--- config.mk ---
export PLATFORM = sky130hd
export DESIGN_NAME = asff_top
export DESIGN_NICKNAME = d
export VERILOG_FILES = /design/src/common/asff_pkg.sv /design/src/verilog/asff_top.sv /design/src/verilog/asff_pulse_timer.sv
export SDC_FILE = /design/constraint.sdc
export NUM_CORES = 1
export LEC_CHECK = 0
export BUFFER_PORTS_ARGS = -buffer_cell sky130_fd_sc_hd__buf_2
export CAP_MARGIN = 15
export CORE_MARGIN = 10
export CORE_UTILIZATION = 28
export DETAILED_ROUTE_END_ITERATION = 16
export HOLD_SLACK_MARGIN = 0.05
export PLACE_DENSITY = 0.43
export SLEW_MARGIN = 25
export SYNTH_ARGS = -nofsm -noshare
export SYNTH_HDL_FRONTEND = slang
export SYNTH_HIERARCHICAL = 1
export SYNTH_SLANG_ARGS = --single-unit
--- constraint.sdc ---
create_clock -name clk -period 4.35 [get_ports clk]
set_clock_uncertainty 0.15 [all_clocks]
set_input_delay 0 -clock clk [delete_from_list [all_inputs] [get_ports clk]]
set_output_delay 0 -clock clk [all_outputs]
set_load 0.03 [all_outputs]
--- src/common/asff_pkg.sv ---
// Functional notes
// Enabled output sampled after blanking delay from turn-on
// Controller keeps on-pulse above blank plus three conversions
// Disabled selected output sampled in off state
// Controller forces full duty when period too short
// Select 06h runs auto scan, stores maximum
// Auto scan result only after nine dimming cycles
// Three channels per group, one group per cycle
// After eight groups set done, halt scan
// Result read clears done, restarts scan
// Select write clears done and restarts conversion
// Auto scan skips disabled outputs
// While converting, compare period to blank plus conversions
// Short dimming period aborts conversion, sets error
// Clear-fault clears ADC error flag
// Only lockout, undervoltage act; others just report
// Lockout recovery sets reset and error flags
// Clear-reset clears reset and error flags
// Low supply pulses fault pin, sets flags
// Low-supply flags latched until clear-fault
// Open/short diagnosis enabled only above threshold
// Undervoltage holds pin, sets flags, disables outputs
// Reference fault holds pin while present, flags latched
// Clear bits self-clear; zero writes do nothing
`default_nettype none

package asff_pkg;

	// ==========================================
	// Channel map
	localparam int unsigned NUM_CH        = 24;
	localparam int unsigned NUM_GROUPS    = 8;
	localparam int unsigned GROUP_SIZE    = 3;
	localparam logic [4:0]  CH_SEL_MAX_OUTPUT_CHANNEL = 5'h06;
	localparam logic [4:0]  CH_OUT_BASE   = 5'h08;

	// ==========================================
	// Timing
	localparam int unsigned CLK_PERIOD_NS  = 5;
	localparam int unsigned CONV_TIME_NS   = 1000;
	localparam int unsigned BLANK_STEP_NS  = 500;
	localparam int unsigned FAULT_PULSE_US = 50;
	localparam int unsigned CONV_CYC       = (CONV_TIME_NS + CLK_PERIOD_NS - 1) / CLK_PERIOD_NS;
	localparam int unsigned BLANK_STEP_CYC = (BLANK_STEP_NS + CLK_PERIOD_NS - 1) / CLK_PERIOD_NS;
	localparam int unsigned FAULT_PULSE_CYC_DEF = (FAULT_PULSE_US * 1000) / CLK_PERIOD_NS;
	localparam int unsigned CONVS_PER_MEAS = 3;

	// ==========================================
	// Counter widths and reset values
	localparam int unsigned CNT_W          = 16;
	localparam logic        RESET_FLAG_RST = 1'b1;
	localparam logic        ERROR_FLAG_RST = 1'b1;

	typedef enum logic [2:0] {
		ASFF_IDLE,
		ASFF_SYNC,
		ASFF_SEL,
		ASFF_WAIT_ON,
		ASFF_CONV,
		ASFF_NEXT_GRP,
		ASFF_FINISH
	} asff_state_type;

endpackage

`default_nettype wire

--- src/verilog/asff_top.sv ---
`default_nettype none

module asff_top #(
	parameter int unsigned FAULT_PULSE_CYC = asff_pkg::FAULT_PULSE_CYC_DEF
) (
	input  wire logic                        clk,
	input  wire logic                        rst_b,
	input  wire logic [asff_pkg::NUM_CH-1:0] output_enable_n,
	input  wire logic [asff_pkg::NUM_CH-1:0] led_output_n,
	input  wire logic                        dim_cycle_start,
	input  wire logic [3:0]                  blank_code,
	input  wire logic [4:0]                  adc_channel_select,
	input  wire logic                        chsel_write,
	input  wire logic                        result_read,
	input  wire logic                        conv_done,
	input  wire logic [7:0]                  conv_data,
	input  wire logic                        clear_fault,
	input  wire logic                        clear_reset_flag,
	input  wire logic                        supply_low_cmp,
	input  wire logic                        supply_uv_cmp,
	input  wire logic                        ref_fault_cmp,
	input  wire logic                        lockout_cmp,
	input  wire logic [4:0]                  low_supply_threshold,
	output var  logic                        conv_start,
	output var  logic [4:0]                  conv_channel,
	output var  logic [7:0]                  adc_result,
	output var  logic                        adc_done_flag,
	output var  logic                        adc_error_flag,
	output var  logic                        reset_flag,
	output var  logic                        error_flag,
	output var  logic                        low_supply_flag,
	output var  logic                        supply_uv_flag,
	output var  logic                        ref_flag,
	output var  logic                        fault_pin_out,
	output var  logic                        fault_pin_oe,
	output var  logic                        outputs_disable,
	output var  logic                        open_short_diag_en,
	output var  logic [4:0]                  low_supply_dac_code,
	output var  logic                        por_active
);

	import asff_pkg::*;

	// ==========================================
	// Helpers
	function automatic logic [CNT_W-1:0] blank_cycles(input logic [3:0] code);
		blank_cycles = CNT_W'((32'(code) + 32'd1) * BLANK_STEP_CYC);
	endfunction

	function automatic logic [4:0] out_code(input logic [2:0] grp, input logic [1:0] sub);
		out_code = 5'(32'(CH_OUT_BASE) + 32'(grp) * GROUP_SIZE + 32'(sub));
	endfunction

	// ==========================================
	// Pin synchronisers
	logic [3:0] sync1_q;
	logic [3:0] sync2_q;
	logic       low_s;
	logic       uv_s;
	logic       ref_s;
	logic       lock_s;

	always_ff @(posedge clk or negedge rst_b) begin
		if (!rst_b) begin
			sync1_q <= 4'h0;
			sync2_q <= 4'h0;
		end else begin
			sync1_q <= {lockout_cmp, ref_fault_cmp, supply_uv_cmp, supply_low_cmp};
			sync2_q <= sync1_q;
		end
	end

	assign low_s  = sync2_q[0];
	assign uv_s   = sync2_q[1];
	assign ref_s  = sync2_q[2];
	assign lock_s = sync2_q[3];

	// ==========================================
	// Sequencer decode
	asff_state_type   state_q;
	logic             auto_q;
	logic [2:0]       grp_q;
	logic [1:0]       sub_q;
	logic [4:0]       cur_ch_q;
	logic [7:0]       max_q;
	logic [7:0]       result_q;
	logic             conv_start_q;
	logic [4:0]       conv_ch_q;
	logic [CNT_W-1:0] on_cnt_q;
	logic [CNT_W-1:0] period_q;
	logic             armed_q;
	logic             done_q;
	logic             adc_err_q;
	logic [4:0]       sel_idx;
	logic             sel_en;
	logic             sel_on;
	logic             busy;
	logic             fin_evt;
	logic             done_set;
	logic             start_req;
	logic             abort;
	logic [CNT_W-1:0] min_pulse;
	logic             new_is_out;
	logic             new_en;

	assign sel_idx    = cur_ch_q - CH_OUT_BASE;
	assign sel_en     = output_enable_n[sel_idx];
	assign sel_on     = led_output_n[sel_idx];
	assign busy       = (state_q != ASFF_IDLE);
	assign min_pulse  = blank_cycles(blank_code) + CNT_W'(CONVS_PER_MEAS * CONV_CYC);
	assign new_is_out = (adc_channel_select >= CH_OUT_BASE);
	assign new_en     = output_enable_n[5'(adc_channel_select - CH_OUT_BASE)];

	assign fin_evt   = ((state_q == ASFF_CONV) && conv_done && !auto_q)
	                 || ((state_q == ASFF_FINISH) && dim_cycle_start);
	// A completing measurement wins over a concurrent result read
	assign start_req = !lock_s && (chsel_write || (result_read && !fin_evt));
	assign abort     = busy && !start_req && !lock_s && dim_cycle_start && armed_q
	                 && ((period_q + CNT_W'(1)) < min_pulse);
	assign done_set  = fin_evt && !start_req && !abort && !lock_s;

	// ==========================================
	// Sequencer
	always_ff @(posedge clk or negedge rst_b) begin
		if (!rst_b) begin
			state_q      <= ASFF_IDLE;
			auto_q       <= 1'b0;
			grp_q        <= 3'h0;
			sub_q        <= 2'h0;
			cur_ch_q     <= 5'h00;
			max_q        <= 8'h00;
			result_q     <= 8'h00;
			conv_start_q <= 1'b0;
			conv_ch_q    <= 5'h00;
		end else begin
			conv_start_q <= 1'b0;
			if (lock_s || abort) begin
				state_q <= ASFF_IDLE;
			end else if (start_req) begin
				auto_q   <= (adc_channel_select == CH_SEL_MAX_OUTPUT_CHANNEL);
				cur_ch_q <= adc_channel_select;
				grp_q    <= 3'h0;
				sub_q    <= 2'h0;
				max_q    <= 8'h00;
				if (adc_channel_select == CH_SEL_MAX_OUTPUT_CHANNEL) begin
					state_q <= ASFF_SYNC;
				end else if (new_is_out && new_en) begin
					state_q <= ASFF_WAIT_ON;
				end else begin
					state_q      <= ASFF_CONV;
					conv_start_q <= 1'b1;
					conv_ch_q    <= adc_channel_select;
				end
			end else begin
				unique case (state_q)
					ASFF_IDLE: begin
					end
					ASFF_SYNC: begin
						// First full cycle after the sync edge is left unmeasured, giving nine cycles
						if (dim_cycle_start) begin
							state_q  <= ASFF_NEXT_GRP;
							cur_ch_q <= out_code(3'h0, 2'h0);
						end
					end
					ASFF_SEL, ASFF_CONV: begin
						if ((state_q == ASFF_SEL && sel_en) ) begin
							state_q <= ASFF_WAIT_ON;
						end else if (state_q == ASFF_CONV && !conv_done) begin
							state_q <= ASFF_CONV;
						end else if (!auto_q) begin
							result_q <= conv_data;
							state_q  <= ASFF_IDLE;
						end else begin
							if (state_q == ASFF_CONV && conv_data > max_q) begin
								max_q <= conv_data;
							end
							// Disabled channels fall through here unmeasured
							if (sub_q == 2'(GROUP_SIZE - 1)) begin
								sub_q <= 2'h0;
								if (grp_q == 3'(NUM_GROUPS - 1)) begin
									state_q <= ASFF_FINISH;
								end else begin
									grp_q    <= grp_q + 3'h1;
									cur_ch_q <= out_code(grp_q + 3'h1, 2'h0);
									state_q  <= ASFF_NEXT_GRP;
								end
							end else begin
								sub_q    <= sub_q + 2'h1;
								cur_ch_q <= out_code(grp_q, sub_q + 2'h1);
								state_q  <= ASFF_SEL;
							end
						end
					end
					ASFF_WAIT_ON: begin
						if (!sel_en || on_cnt_q >= blank_cycles(blank_code)) begin
							state_q      <= ASFF_CONV;
							conv_start_q <= 1'b1;
							conv_ch_q    <= cur_ch_q;
						end
					end
					ASFF_NEXT_GRP: begin
						if (dim_cycle_start) begin
							state_q <= ASFF_SEL;
						end
					end
					ASFF_FINISH: begin
						if (dim_cycle_start) begin
							result_q <= max_q;
							state_q  <= ASFF_IDLE;
						end
					end
				endcase
			end
		end
	end

	// ==========================================
	// Blanking counter: on-time of the selected output
	always_ff @(posedge clk or negedge rst_b) begin
		if (!rst_b) begin
			on_cnt_q <= '0;
		end else if (state_q != ASFF_WAIT_ON || !sel_on) begin
			on_cnt_q <= '0;
		end else if (on_cnt_q != '1) begin
			on_cnt_q <= on_cnt_q + CNT_W'(1);
		end
	end

	// ==========================================
	// Dimming period monitor
	always_ff @(posedge clk or negedge rst_b) begin
		if (!rst_b) begin
			armed_q  <= 1'b0;
			period_q <= '0;
		end else if (start_req || !busy) begin
			armed_q  <= 1'b0;
			period_q <= '0;
		end else if (dim_cycle_start) begin
			armed_q  <= 1'b1;
			period_q <= '0;
		end else if (period_q != '1) begin
			period_q <= period_q + CNT_W'(1);
		end
	end

	// ==========================================
	// ADC flags
	always_ff @(posedge clk or negedge rst_b) begin
		if (!rst_b) begin
			done_q <= 1'b0;
		end else if (done_set) begin
			done_q <= 1'b1;
		end else if (start_req || lock_s) begin
			done_q <= 1'b0;
		end
	end

	always_ff @(posedge clk or negedge rst_b) begin
		if (!rst_b) begin
			adc_err_q <= 1'b0;
		end else begin
			adc_err_q <= abort || (adc_err_q && !clear_fault);
		end
	end

	// ==========================================
	// Fault flags
	logic lock_prev_q;
	logic reset_flag_q;
	logic error_flag_q;
	logic low_flag_q;
	logic uv_flag_q;
	logic ref_flag_q;
	logic low_prev_q;
	logic low_pulse;
	logic [4:0] dac_q;

	always_ff @(posedge clk or negedge rst_b) begin
		if (!rst_b) begin
			lock_prev_q <= 1'b0;
			low_prev_q  <= 1'b0;
		end else begin
			lock_prev_q <= lock_s;
			low_prev_q  <= low_s;
		end
	end

	always_ff @(posedge clk or negedge rst_b) begin
		if (!rst_b) begin
			reset_flag_q <= RESET_FLAG_RST;
		end else begin
			reset_flag_q <= lock_s || lock_prev_q || (reset_flag_q && !clear_reset_flag);
		end
	end

	always_ff @(posedge clk or negedge rst_b) begin
		if (!rst_b) begin
			low_flag_q <= 1'b0;
			uv_flag_q  <= 1'b0;
			ref_flag_q <= 1'b0;
		end else begin
			low_flag_q <= low_s || (low_flag_q && !clear_fault);
			uv_flag_q  <= uv_s  || (uv_flag_q  && !clear_fault);
			ref_flag_q <= ref_s || (ref_flag_q && !clear_fault);
		end
	end

	always_ff @(posedge clk or negedge rst_b) begin
		if (!rst_b) begin
			error_flag_q <= ERROR_FLAG_RST;
		end else begin
			error_flag_q <= low_s || uv_s || ref_s || lock_s || lock_prev_q
			             || (error_flag_q && !clear_fault && !clear_reset_flag);
		end
	end

	always_ff @(posedge clk or negedge rst_b) begin
		if (!rst_b) begin
			dac_q <= 5'h00;
		end else begin
			dac_q <= low_supply_threshold;
		end
	end

	asff_pulse_timer #(
		.CYCLES (FAULT_PULSE_CYC)
	) u_low_pulse (
		.clk     (clk),
		.rst_b   (rst_b),
		.trigger (low_s && !low_prev_q),
		.active  (low_pulse)
	);

	// ==========================================
	// Outputs
	assign conv_start          = conv_start_q;
	assign conv_channel        = conv_ch_q;
	assign adc_result          = result_q;
	assign adc_done_flag       = done_q;
	assign adc_error_flag      = adc_err_q;
	assign reset_flag          = reset_flag_q;
	assign error_flag          = error_flag_q;
	assign low_supply_flag     = low_flag_q;
	assign supply_uv_flag      = uv_flag_q;
	assign ref_flag            = ref_flag_q;
	assign fault_pin_out       = 1'b0;
	assign fault_pin_oe        = low_pulse || uv_s || ref_s;
	assign outputs_disable     = uv_s;
	assign open_short_diag_en  = !low_s;
	assign low_supply_dac_code = dac_q;
	assign por_active          = lock_s;

endmodule

`default_nettype wire

--- src/verilog/asff_pulse_timer.sv ---
`default_nettype none

module asff_pulse_timer #(
	parameter int unsigned CYCLES = 10000
) (
	input  wire logic clk,
	input  wire logic rst_b,
	input  wire logic trigger,
	output var  logic active
);

	localparam int unsigned W = $clog2(CYCLES + 1);

	logic [W-1:0] cnt_q;
	logic         active_q;

	// Retrigger restarts the full pulse length
	always_ff @(posedge clk or negedge rst_b) begin
		if (!rst_b) begin
			cnt_q    <= '0;
			active_q <= 1'b0;
		end else if (trigger) begin
			cnt_q    <= W'(CYCLES - 1);
			active_q <= 1'b1;
		end else if (cnt_q != '0) begin
			cnt_q <= cnt_q - W'(1);
		end else begin
			active_q <= 1'b0;
		end
	end

	assign active = active_q;

endmodule

`default_nettype wire

==> results of run 1 <==
[cells by family (layout without fill, tap and decap cells)]
logic type / count (synthesis) / after routing / share of synthesized area
AND/OR/NAND/NOR: 252 / 252 / 0.173
AO/OA/AOI/OAI: 154 / 154 / 0.145
flip-flops: 106 / 106 / 0.356
buffers and inverters: 81 / 239 / 0.0461
adder cells (fa/ha/maj): 65 / 65 / 0.112
multiplexers: 58 / 58 / 0.115
XOR/XNOR: 45 / 45 / 0.0529
other: 1 / 1 / 0.000503
[power breakdown]
| part | internal [W] | switching, W | total, W | leakage (nW) |
|---|---|---|---|---|
| combinational | 0.000626 | 0.000700 | 0.00133 | 2.67 |
| sequential | 0.00112 | 0.000201 | 0.00132 | 1.34 |
| clock | 0.000394 | 0.000393 | 0.000786 | 0.123 |
[registers in the layout, indices dropped and copies added (netlist names), 2 cells and up]
name / count
adc_result: 8
sync2_q: 4
on_cnt_q: 16
conv_channel: 5
cur_ch_q: 5
max_q: 8
sub_q: 2
period_q: 16
sync1_q: 4
low_supply_dac_code: 5
state_q: 3
grp_q: 3
u_low_pulse/cnt_q: 14
[worst max-delay path, delay by kind of cell]
kind	cells	cell delay (ps)
AND/OR/NAND/NOR	1	100
multiplexers	1	370
AO/OA/AOI/OAI	7	1160
adder cells (fa/ha/maj)	5	1450
buffers and inverters	4	560
XOR/XNOR	3	570
[per-stage QoR]
stage	hold slack (ps)	setup TNS (ps)	utilization	setup WS, ps	instances
detailed placement	-40.6	-7520	0.326	-292	1209
global placement	-40.9	-6050	0.326	-224	1209
global route	91.6	-30.2	0.350	-17.6	1255
finish	69.7	0	0.350	220	1255
floorplan	-446	0	-	43.5	762
CTS	61.7	0	0.346	78.6	1251
[Yosys cell counts, drive strengths merged, types with 3 or more instances]
library cell / number
nor3: 19
nand4: 13
a21o: 7
ha: 61
or2: 4
nor2: 52
nand2b: 9
nand3b: 3
mux4: 17
a21boi: 5
and2: 4
and3: 10
fa: 3
nor4: 4
mux2: 24
dfrtp: 104
nor2b: 17
a21oi: 42
a211oi: 5
nand2: 66
o31ai: 6
buf: 15
nor3b: 6
inv: 52
o21ai: 37
a2111oi: 4
o211ai: 5
mux2i: 17
xnor2: 26
a311oi: 4
o21a: 5
clkbuf: 14
o311ai: 3
nand3: 28
or3: 7
or4: 5
a22o: 6
xor2: 19
a31oi: 3
[layout make-up]
type	count	area share
clock buffer	11	0.0254
clock inverter	5	0.00438
inverter	52	0.0213
multi-input combinational	575	0.495
sequential	106	0.290
tap	335	0.0458
timing repair buffer	171	0.118
[final timing paths]
kind / from / end / slack, ps / cells past startpoint
worst max-delay path: blank_code[0] / cur_ch_q[1] / 220 / 21
worst min-delay path: adc_channel_select[0] / cur_ch_q[0] / 70 / 4
worst min register to register: sync1_q[2] / sync2_q[2] / 200 / 0
worst max register to register: period_q[0] / conv_channel[3] / 760 / 16
min in group asynchronous: rst_b / sync2_q[1] / 100 / 2
max in group asynchronous: rst_b / sub_q[0] / 2840 / 3
[layer usage]
metal  wire, um  global-route usage  part of all wire
met1       9060               0.151              0.47
met2       8900               0.188              0.47
met3       1060              0.0358             0.055
met4         86              0.0167            0.0045
met5          0                   0                 0
[timing repair]
item / CTS / global route
endpoints found under the setup margin: 0 / 33
buffers inserted: 0 / 3
gates resized for setup: 0 / 18
hold buffers: 26 / 0
hold endpoints to repair: 100 / 0
==> impl_results.md, run 1 <==
* RSZ-0062 raised after global routing: true
* DP Area at ~0.0085 mm^2
* DR WL/cell at approximately 15 um
* Fin. max-slew vios at 0
* Crit path top cell by count: ha_1
* Post-DP HPWL at between 10000 and 15000 um
* Minimum clock period at 4130 ps
* TritonCTS Sinks at 106
* Die height at around 180 um
* Avg Vias per Cell at just under 5
* Worst Hold Class: primary input to flip-flop
* Die X at 183 um
* Peak Freq at about 0.24 GHz
* Leak at 4.14 nW
* CTS root buffer: clkbuf_16
* Final worst-path cycle share at 0.949
* CP Cell Sequence: buf_2 -> ha_1 -> xnor2_2 -> ha_1 -> ha_1 -> buf_4 -> ha_1 -> a21oi_2 -> buf_4 -> o21bai_1 -> a21oi_1 -> xnor2_1 -> xnor2_1 -> ha_1 -> nand4_1 -> a21oi_1 -> o31ai_2 -> a41oi_2 -> buf_6 -> a21boi_4 -> mux2_2
* Slew margin rel. at 0.456
* Sequential element share of the synthesized area at 0.356
* # IOs at roughly 110
* Via count of the first global-routing pass at around 6300
* Syn Std Cell Area at 0.00746 mm^2
* Syn nets at between 900 and 1000
* CTS H-tree lvls at 3
* Slowest stage delay, CP at approximately 370 ps
* Predominant post-synthesis flop cell: dfrtp_1
* Number of vias in the routed layout at around 6100
* Area of the multi-input gates at roughly 0.0045 mm^2
* Largest net degree at the start of global routing at 60
* Clk slew on worst S/H paths at about 80 ps
* FF+latch area at about 0.0027 mm^2
* TritonRoute pass-1 iters at 6
* Outcome: completed
* Die ar. at 0.0336 mm^2
* Final setup fails at 0
* Final nets at 1061
* Synth async-reset ratio at 1.00
* DRC Markers at 0
* Worst endpoint data arrival time at ~4200 ps
* Final Hold Viols at 0
* FP Rows at between 50 and 60
* Initial Util at 0.285
* Yosys top cell by area: dfrtp_1
* Design Area, Final at around 0.009 mm^2
* # port buffers at ~110
* Most frequent cells in the layout: 111 x buf_2, 104 x dfrtp_1, 66 x nand2_1
* Crit end category: flip-flop
* Critical path class: primary input to flip-flop
* Yosys cell types at 78
* CP Max Fanout at 5
* First-pass GRT wire length at 32100 um
* Fill count at around 2700
* Maximum VDD drop at 0.000161 V
* Share of the synthesized area in the top cell type at 0.349
* Antenna Nets Post-Route at 0
* Top cells by area, synth: dfrtp_1 35%, ha_1 10%, mux2_2 3.5%
* Antenna cells at 0
* Worst path required time at roughly 4500 ps
* Number of synthesized flops with an enable pin at 0
* Fraction of layout cells with a size suffix above 1 at 0.250
* CTS max path bufs at 2
* Syn Area/Cell at 9.78 um^2
* Yosys warnings at 6
* Commonest non-fill, non-tap cell in the layout: buf_2
* Power, Total at 0.00343 W
* Max Cap Violations at 0
* Core ar. at between 0.02 and 0.03 mm^2
* Num CTS Buffers at 9
* Gpl congestion at 0.761
* Power Dens Cells at 376 mW/mm^2
* Synthesized flop and latch total at between 100 and 150
* Final wirelength at 19100 um
* TritonCTS clock tree: done
* Setup crit start kind: primary input
* Gate count after technology mapping at around 760
* Gr ovfl total at 0
* Worst skew pair latency at ~360 ps
* Crit-path slowest cell: mux2_2
* Gr usage total at 0.116
* Initial antenna violation count at 0
* Initial DRC Count at between 300 and 400
* Area grow syn2layout at 22.7%
* Actual slew at the worst max-slew pin at roughly 820 ps
Power figures use the tool's default switching activity.
==> run 2: changes to the inputs <==
--- a/config.mk
+++ b/config.mk
@@ -9,6 +9,7 @@
 export CAP_MARGIN = 15
 export CORE_MARGIN = 10
 export CORE_UTILIZATION = 28
+export CTS_BUF_LIST = sky130_fd_sc_hd__clkbuf_16
 export DETAILED_ROUTE_END_ITERATION = 16
 export HOLD_SLACK_MARGIN = 0.05
 export PLACE_DENSITY = 0.43
==> impl_results.md, run 2 (synthesis results as in run 1) <==
* Area grow syn2layout at 22.7% (unchanged)
* Power Dens Cells at 375 mW/mm^2 (-0.15%)
* Critical path class: primary input to flip-flop
* Commonest non-fill, non-tap cell in the layout: buf_2
* Num CTS Buffers at 9 (unchanged)
* Largest net degree at the start of global routing at 60 (unchanged)
* DRC Markers at 0 (unchanged)
* Die X at 183 um (unchanged)
* Fraction of layout cells with a size suffix above 1 at 0.250 (unchanged)
* CTS H-tree lvls at 3 (unchanged)
* Final setup fails at 0 (unchanged)
* Avg Vias per Cell at 4.83 (about the same)
* Peak Freq at 0.242 GHz (about the same)
* Fill count at 2706 (unchanged)
* Clk slew on worst S/H paths at 80 ps (about the same)
* First-pass GRT wire length at 32100 um (unchanged)
* Final worst-path cycle share at 0.949 (about the same)
* Via count of the first global-routing pass at 6273 (unchanged)
* Comb power frac at 0.387 (about the same)
* Number of vias in the routed layout at 6062 (+0.083%)
* TritonRoute pass-1 iters at 6 (unchanged)
* Crit end category: flip-flop
* Fin. max-slew vios at 0 (unchanged)
* Maximum VDD drop at 0.000161 V (-0.12%)
* Gr usage total at 0.116 (unchanged)
* CTS root buffer: clkbuf_16
* Clock power frac at 0.228 (about the same)
* DR WL/cell at 15.2 um (about the same)
* Antenna Nets Post-Route at 0 (unchanged)
* Placed Cells at 1209 (unchanged)
* CP Max Fanout at 5 (unchanged)
* Core ar. at 0.0261 mm^2 (unchanged)
* Max Cap Violations at 0 (unchanged)
* # port buffers at 111 (unchanged)
* TritonCTS Sinks at 106 (unchanged)
* Die ar. at 0.0336 mm^2 (unchanged)
* Gpl congestion at 0.761 (unchanged)
* Actual slew at the worst max-slew pin at 812 ps (-4.68 ps)
* TritonCTS clock tree: done
* Worst skew pair latency at 360 ps (about the same)
* Cell Int Power at 0.00214 W (-0.22%)
* Worst endpoint data arrival time at 4230 ps (about the same)
* Pre-CTS WS at -292 ps (unchanged)
* Initial antenna violation count at 0 (unchanged)
* Gr ovfl total at 0 (unchanged)
* Worst Hold Class: primary input to flip-flop
* Worst path required time at 4450 ps (about the same)
* Final nets at 1061 (unchanged)
* Initial Util at 0.285 (unchanged)
* Final Hold Viols at 0 (unchanged)
* Antenna cells at 0 (unchanged)
* Setup crit start kind: primary input
* FP Rows at 59 (unchanged)
* Most frequent cells in the layout: 111 x buf_2, 104 x dfrtp_1, 66 x nand2_1
* Minimum clock period at 4130 ps (+0.123 ps)
* # IOs at 113 (unchanged)
* Initial DRC Count at 322 (unchanged)
* Sequential power share at 0.386 (about the same)
* CTS max path bufs at 2 (unchanged)
* Setup WS post-layout at 220 ps (-0.123 ps)
* Post-DP HPWL at 14600 um (unchanged)
* Die height at 183 um (unchanged)
* Switch share at 0.377 (+0.000418)
* Outcome: completed
* Top flop regs: on_cnt_q: 16 flops, period_q: 16 flops, u_low_pulse/cnt_q: 14 flops
* Hold Slack at 70.0 ps (+0.232 ps)
* Design Area, Final at 0.00915 mm^2 (unchanged)
* DP Area at 0.00852 mm^2 (unchanged)
* Leak at 4.15 nW (+0.20%)
* Slew margin rel. at 0.459 (+0.00312)
* RSZ-0062 raised after global routing: true
* Final Non-Filler Cells at 1255 (unchanged)
* Final wirelength at 19100 um (about the same)
* TNS Setup at 0 ps (unchanged)
* NetSw at 0.00129 W (about the same)
[run 2: cell count changes in the layout (fill, tap and decap cells not counted)]
| cell | change |
|---|---|
| clkbuf_1 | -2 |
| inv_1 | +2 |
[run 2: power groups by stage]
stage	Sequential [W]	Clock (W)	Combinational (W)
after floorplan	0.00135	0	0.000878
after global placement	0.00135	0	0.00130
final	0.00132	0.000781	0.00133
after global routing	0.00136	0.000867	0.00148
after CTS	0.00133	0.000819	0.00133
after detailed placement	0.00135	0	0.00130
[run 2: worst paths after layout]
check,start,end,slack (ps),cells past startpoint
min in group asynchronous,rst_b,sync2_q[1],100,2
hold / removal,adc_channel_select[0],cur_ch_q[0],70,4
max in group asynchronous,rst_b,sub_q[0],2840,3
setup / recovery,blank_code[0],cur_ch_q[1],220,21
hold reg to reg,sync1_q[2],sync2_q[2],200,0
setup reg to reg,period_q[0],conv_channel[3],760,16
[run 2: through the flow]
stage	power, W	utilization
CTS	0.00347	0.346
detailed placement	0.00265	0.326
global placement	0.00264	0.326
global route	0.00371	0.350
finish	0.00343	0.350
floorplan	0.00223	-
[run 2: final cells by class]
cell class,instances,area (um^2),share of cell area
tap,335,419,0.0458
clock buffer,9,225,0.0246
inverter,52,195,0.0213
timing repair buffer,171,1080,0.118
multi-input combinational,575,4520,0.495
clock inverter,7,47.5,0.00520
sequential,106,2660,0.290
[run 2: critical path: stages]
cell      delay (ps)
buf_2            120
ha_1             230
xnor2_2          220
ha_1             290
ha_1             320
buf_4            130
ha_1             310
a21oi_2          180
buf_4            130
o21bai_1          60
a21oi_1          170
xnor2_1          220
xnor2_1          130
ha_1             300
nand4_1          100
a21oi_1          160
o31ai_2          100
a41oi_2          240
buf_6            180
a21boi_4         250
mux2_2           370
[run 2: layer usage]
| metal | track usage | vias up | part of all wire |
|---|---|---|---|
| met2 | 0.188 | 99 | 0.47 |
| met5 | 0 | - | 0 |
| li1 | - | 3060 | - |
| met4 | 0.0167 | 0 | 0.0045 |
| met3 | 0.0358 | 8 | 0.055 |
| met1 | 0.151 | 2895 | 0.47 |
[run 2: timing repair]
item                                    CTS  global route
buffers inserted                          0             3
hold buffers                             26             0
resized for setup                         0            18
hold endpoints to repair                100             0
endpoints found under the setup margin    0            33
==> run 3: changes to the inputs <==
--- a/config.mk
+++ b/config.mk
@@ -5,6 +5,7 @@
 export SDC_FILE = /design/constraint.sdc
 export NUM_CORES = 1
 export LEC_CHECK = 0
+export ABC_AREA = 1
 export BUFFER_PORTS_ARGS = -buffer_cell sky130_fd_sc_hd__buf_2
 export CAP_MARGIN = 15
 export CORE_MARGIN = 10
==> impl_results.md, run 3 <==
* Die X at 187 um (+2.2%)
* Antenna cells at 0 (unchanged)
* Top cells by area, synth: dfrtp_1 33%, nand2_1 12%, ha_1 9.8%
* Minimum clock period at 3840 ps (-285 ps)
* DR WL/cell at 13.7 um (-10%)
* Worst Hold Class: primary input to flip-flop
* Initial Util at 0.282 (-0.00292)
* Fin. max-slew vios at 0 (unchanged)
* Num CTS Buffers at 9 (unchanged)
* CTS root buffer: clkbuf_16
* Reg-to-Reg Start: period_q[0]
* Worst skew pair latency at 370 ps (about the same)
* Area grow syn2layout at 19.7%
* GR Util met3 at 0.0231 (-0.0127)
* Outcome: completed
* FP Rows at 61 (+3.4%)
* Critical path buffer and inverter count at 3 (-1)
* Final worst-path cycle share at 0.884 (-0.0655)
* CP Cell Sequence: buf_2 -> ha_1 -> nand2_1 -> nor2_1 -> ha_1 -> ha_1 -> ha_1 -> ha_1 -> inv_1 -> o21ai_0 -> a21oi_1 -> xor2_1 -> xor2_1 -> ha_1 -> inv_1 -> nor3_1 -> a211oi_1 -> nand2_1 -> nand2_1 -> a21oi_2 -> nand2_4 -> nand2_1 -> o21ai_2
* Worst Hold Endpoint: adc_done_flag
* Via count of the first global-routing pass at 7188 (+15%)
* Critical path class: primary input to flip-flop
* Crit end category: flip-flop
* Die ar. at 0.0350 mm^2 (+4.4%)
* Reg2reg end: cur_ch_q[1]
* CP Max Fanout at 16 (+11)
* Final Hold Viols at 0 (unchanged)
* TritonRoute pass-1 iters at 4 (-2)
* First-pass GRT wire length at 36600 um (+14%)
* Most frequent cells in the layout: 244 x nand2_1, 151 x inv_1, 110 x buf_2
* Met1 Usage GRT at 0.166 (+0.0150)
* CTS max path bufs at 2 (unchanged)
* FF+latch area at 0.00266 mm^2 (unchanged)
* Max Cap Violations at 0 (unchanged)
* Number of synthesized flops with an enable pin at 0 (unchanged)
* Syn Area/Cell at 7.30 um^2 (-25%)
* Final Util at 0.338 (-0.0119)
* Gr usage total at 0.125 (+0.00920)
* Hold depth at 7 (+3)
* TritonCTS clock tree: done
* Hold Crit Start: conv_done
* Share of the synthesized area in the top cell type at 0.333 (-0.0164)
* Setup crit start kind: primary input
* Synth async-reset ratio at 1.00 (unchanged)
* RSZ-0062 raised after global routing: false
* Final wirelength at 21700 um (+14%)
* Area share of fa/ha/maj cells after synthesis at 0.105 (-0.00653)
* Largest net degree at the start of global routing at 52 (-13%)
* Actual slew at the worst max-slew pin at 680 ps (-132 ps)
* Post-DP HPWL at 16600 um (+13%)
* Crit-path slowest cell: ha_1
* R2R Setup Slk at 1060 ps (+300 ps)
* Yosys cell types at 52 (-33%)
* Fraction of layout cells with a size suffix above 1 at 0.164 (-0.0862)
* Fraction of the mapped netlist area in simple logic gates at 0.303 (+0.130)
* Leak at 4.78 nW (+15%)
* Synthesized flop and latch total at 106 (unchanged)
* Yosys top cell by area: dfrtp_1
* DRC Markers at 0 (unchanged)
* TritonCTS Sinks at 106 (unchanged)
* Cell with the most instances after synthesis: nand2_1
* Power Dens Cells at 410 mW/mm^2 (+9.4%)
* Gate count after technology mapping at 1072 (+41%)
* # IOs at 113 (unchanged)
* Core ar. at 0.0277 mm^2 (+6.0%)
* Final nets at 1350 (+27%)
* CTS H-tree lvls at 3 (unchanged)
* Path depth of the worst reg2reg path at 17 (+1)
* Clk slew on worst S/H paths at 90 ps (about the same)
* Power, Total at 0.00384 W (+12%)
* Sequential element share of the synthesized area at 0.339 (-0.0167)
* Gr ovfl total at 0 (unchanged)
* Final setup fails at 0 (unchanged)
* Area of the multi-input gates at 0.00442 mm^2 (-2.4%)
* Worst endpoint data arrival time at 3950 ps (-280 ps)
* Global route hottest layer: met2
* Crit path top cell by count: ha_1
* Slowest stage delay, CP at 330 ps (-40 ps)
* Maximum VDD drop at 0.000196 V (+22%)
* Slew margin rel. at 0.547 (+0.0879)
* Initial DRC Count at 393 (+22%)
* Peak Freq at 0.260 GHz (+7.4%)
* Mux share of post-synthesis cell area at 0.00128 (-0.114)
* # resized after CTS at 0 (unchanged)
* CP top delay family: adder cells
* Die height at 187 um (+2.2%)
* TNS Setup at 0 ps (unchanged)
* Met2 capacity usage during global routing at 0.208 (+0.0199)
* Initial antenna violation count at 0 (unchanged)
* Syn nets at 1218 (+34%)
* Commonest cells in the netlist: 244 x nand2_1, 151 x inv_1, 104 x dfrtp_1
* Syn Std Cell Area at 0.00782 mm^2 (+4.9%)
* Antenna Nets Post-Route at 0 (unchanged)
* Largest family of logic cells by synthesized area: simple AND/OR/NAND/NOR gates
* Post-Synth XOR/XNOR Area at 0.0291 (-0.0238)
* # port buffers at 111 (unchanged)
* Worst path required time at 4450 ps (about the same)
* Top flop regs: on_cnt_q: 16 flops, period_q: 16 flops, u_low_pulse/cnt_q: 14 flops
* Predominant post-synthesis flop cell: dfrtp_1
* Fill count at 3043 (+12%)
* Compound-Gate Fraction of Synth Area at 0.125 (-0.0193)
* Yosys warnings at 6 (unchanged)
* Number of vias in the routed layout at 7094 (+17%)
* Gpl congestion at 0.813 (+6.8%)
* Commonest non-fill, non-tap cell in the layout: nand2_1
* Avg Vias per Cell at 4.47 (-7.5%)
-- run 3: cells by family (layout without fill, tap and decap cells) --
family	after synthesis	after routing
other cells	1	1
flops	106	106
simple gates	519	519
mux	1	1
xor+xnor	26	26
fa+ha+maj	64	64
buf+inv	184	321
compound gates	171	171
-- run 3: timing repair --
item                      in CTS  in global routing
hold endpoints to repair     120                  0
hold buffers                  30                  0
buffers inserted               0                  0
-- run 3: layout make-up --
class,instances,area share
timing repair buffer,147,0.0975
clock inverter,7,0.00882
multi-input combinational,782,0.472
tap,378,0.0505
clock buffer,9,0.0240
sequential,106,0.283
inverter,158,0.0641
-- run 3: stage by stage --
stage | instance area [um^2] | hold slack, ps | cells | setup slack [ps]
floorplan | 7820 | -446 | 1072 | 545
global placement | 8750 | -183 | 1541 | 151
detailed placement | 8750 | -187 | 1541 | 106
CTS | 9370 | 85.6 | 1587 | 487
global route | 9370 | 119 | 1587 | 121
finish | 9370 | 96.2 | 1587 | 505
-- run 3: per-layer routing --
layer	wire length, um	share of wire	vias to the layer above
met5	0	0	-
met4	206	0.0095	0
met3	617	0.028	15
met2	10100	0.46	96
met1	10800	0.50	3259
li1	-	-	3724
-- run 3: worst register-to-register path, stage by stage (launching register included) --
cell	delay, ps
dfrtp_1	390
ha_1	180
nand2_1	120
nor3_1	330
nand3_1	190
nor2_1	120
inv_1	60
o21ai_0	250
inv_1	90
ha_1	200
nor4_1	250
nand3_1	120
nor3_2	220
nand2_2	160
nand2_8	150
nor2_4	90
nand2_1	60
o21ai_1	50
-- run 3: where the power goes --
group / internal [W] / total (W) / switching, W
Clock: 0.000460 / 0.000881 / 0.000421
Sequential: 0.00114 / 0.00130 / 0.000157
Combinational: 0.000591 / 0.00166 / 0.00107
-- run 3: how the worst max path moves through the flow --
stage	startpoint	depth (start not counted)	endpoint	slack [ps]
after floorplan	blank_code[0]	25	adc_result[5]	550
after global placement	blank_code[0]	24	adc_result[5]	150
after CTS	blank_code[0]	24	adc_result[0]	490
final	blank_code[0]	23	adc_result[0]	510
after detailed placement	blank_code[0]	25	adc_result[0]	110
after global routing	blank_code[0]	25	grp_q[2]	120
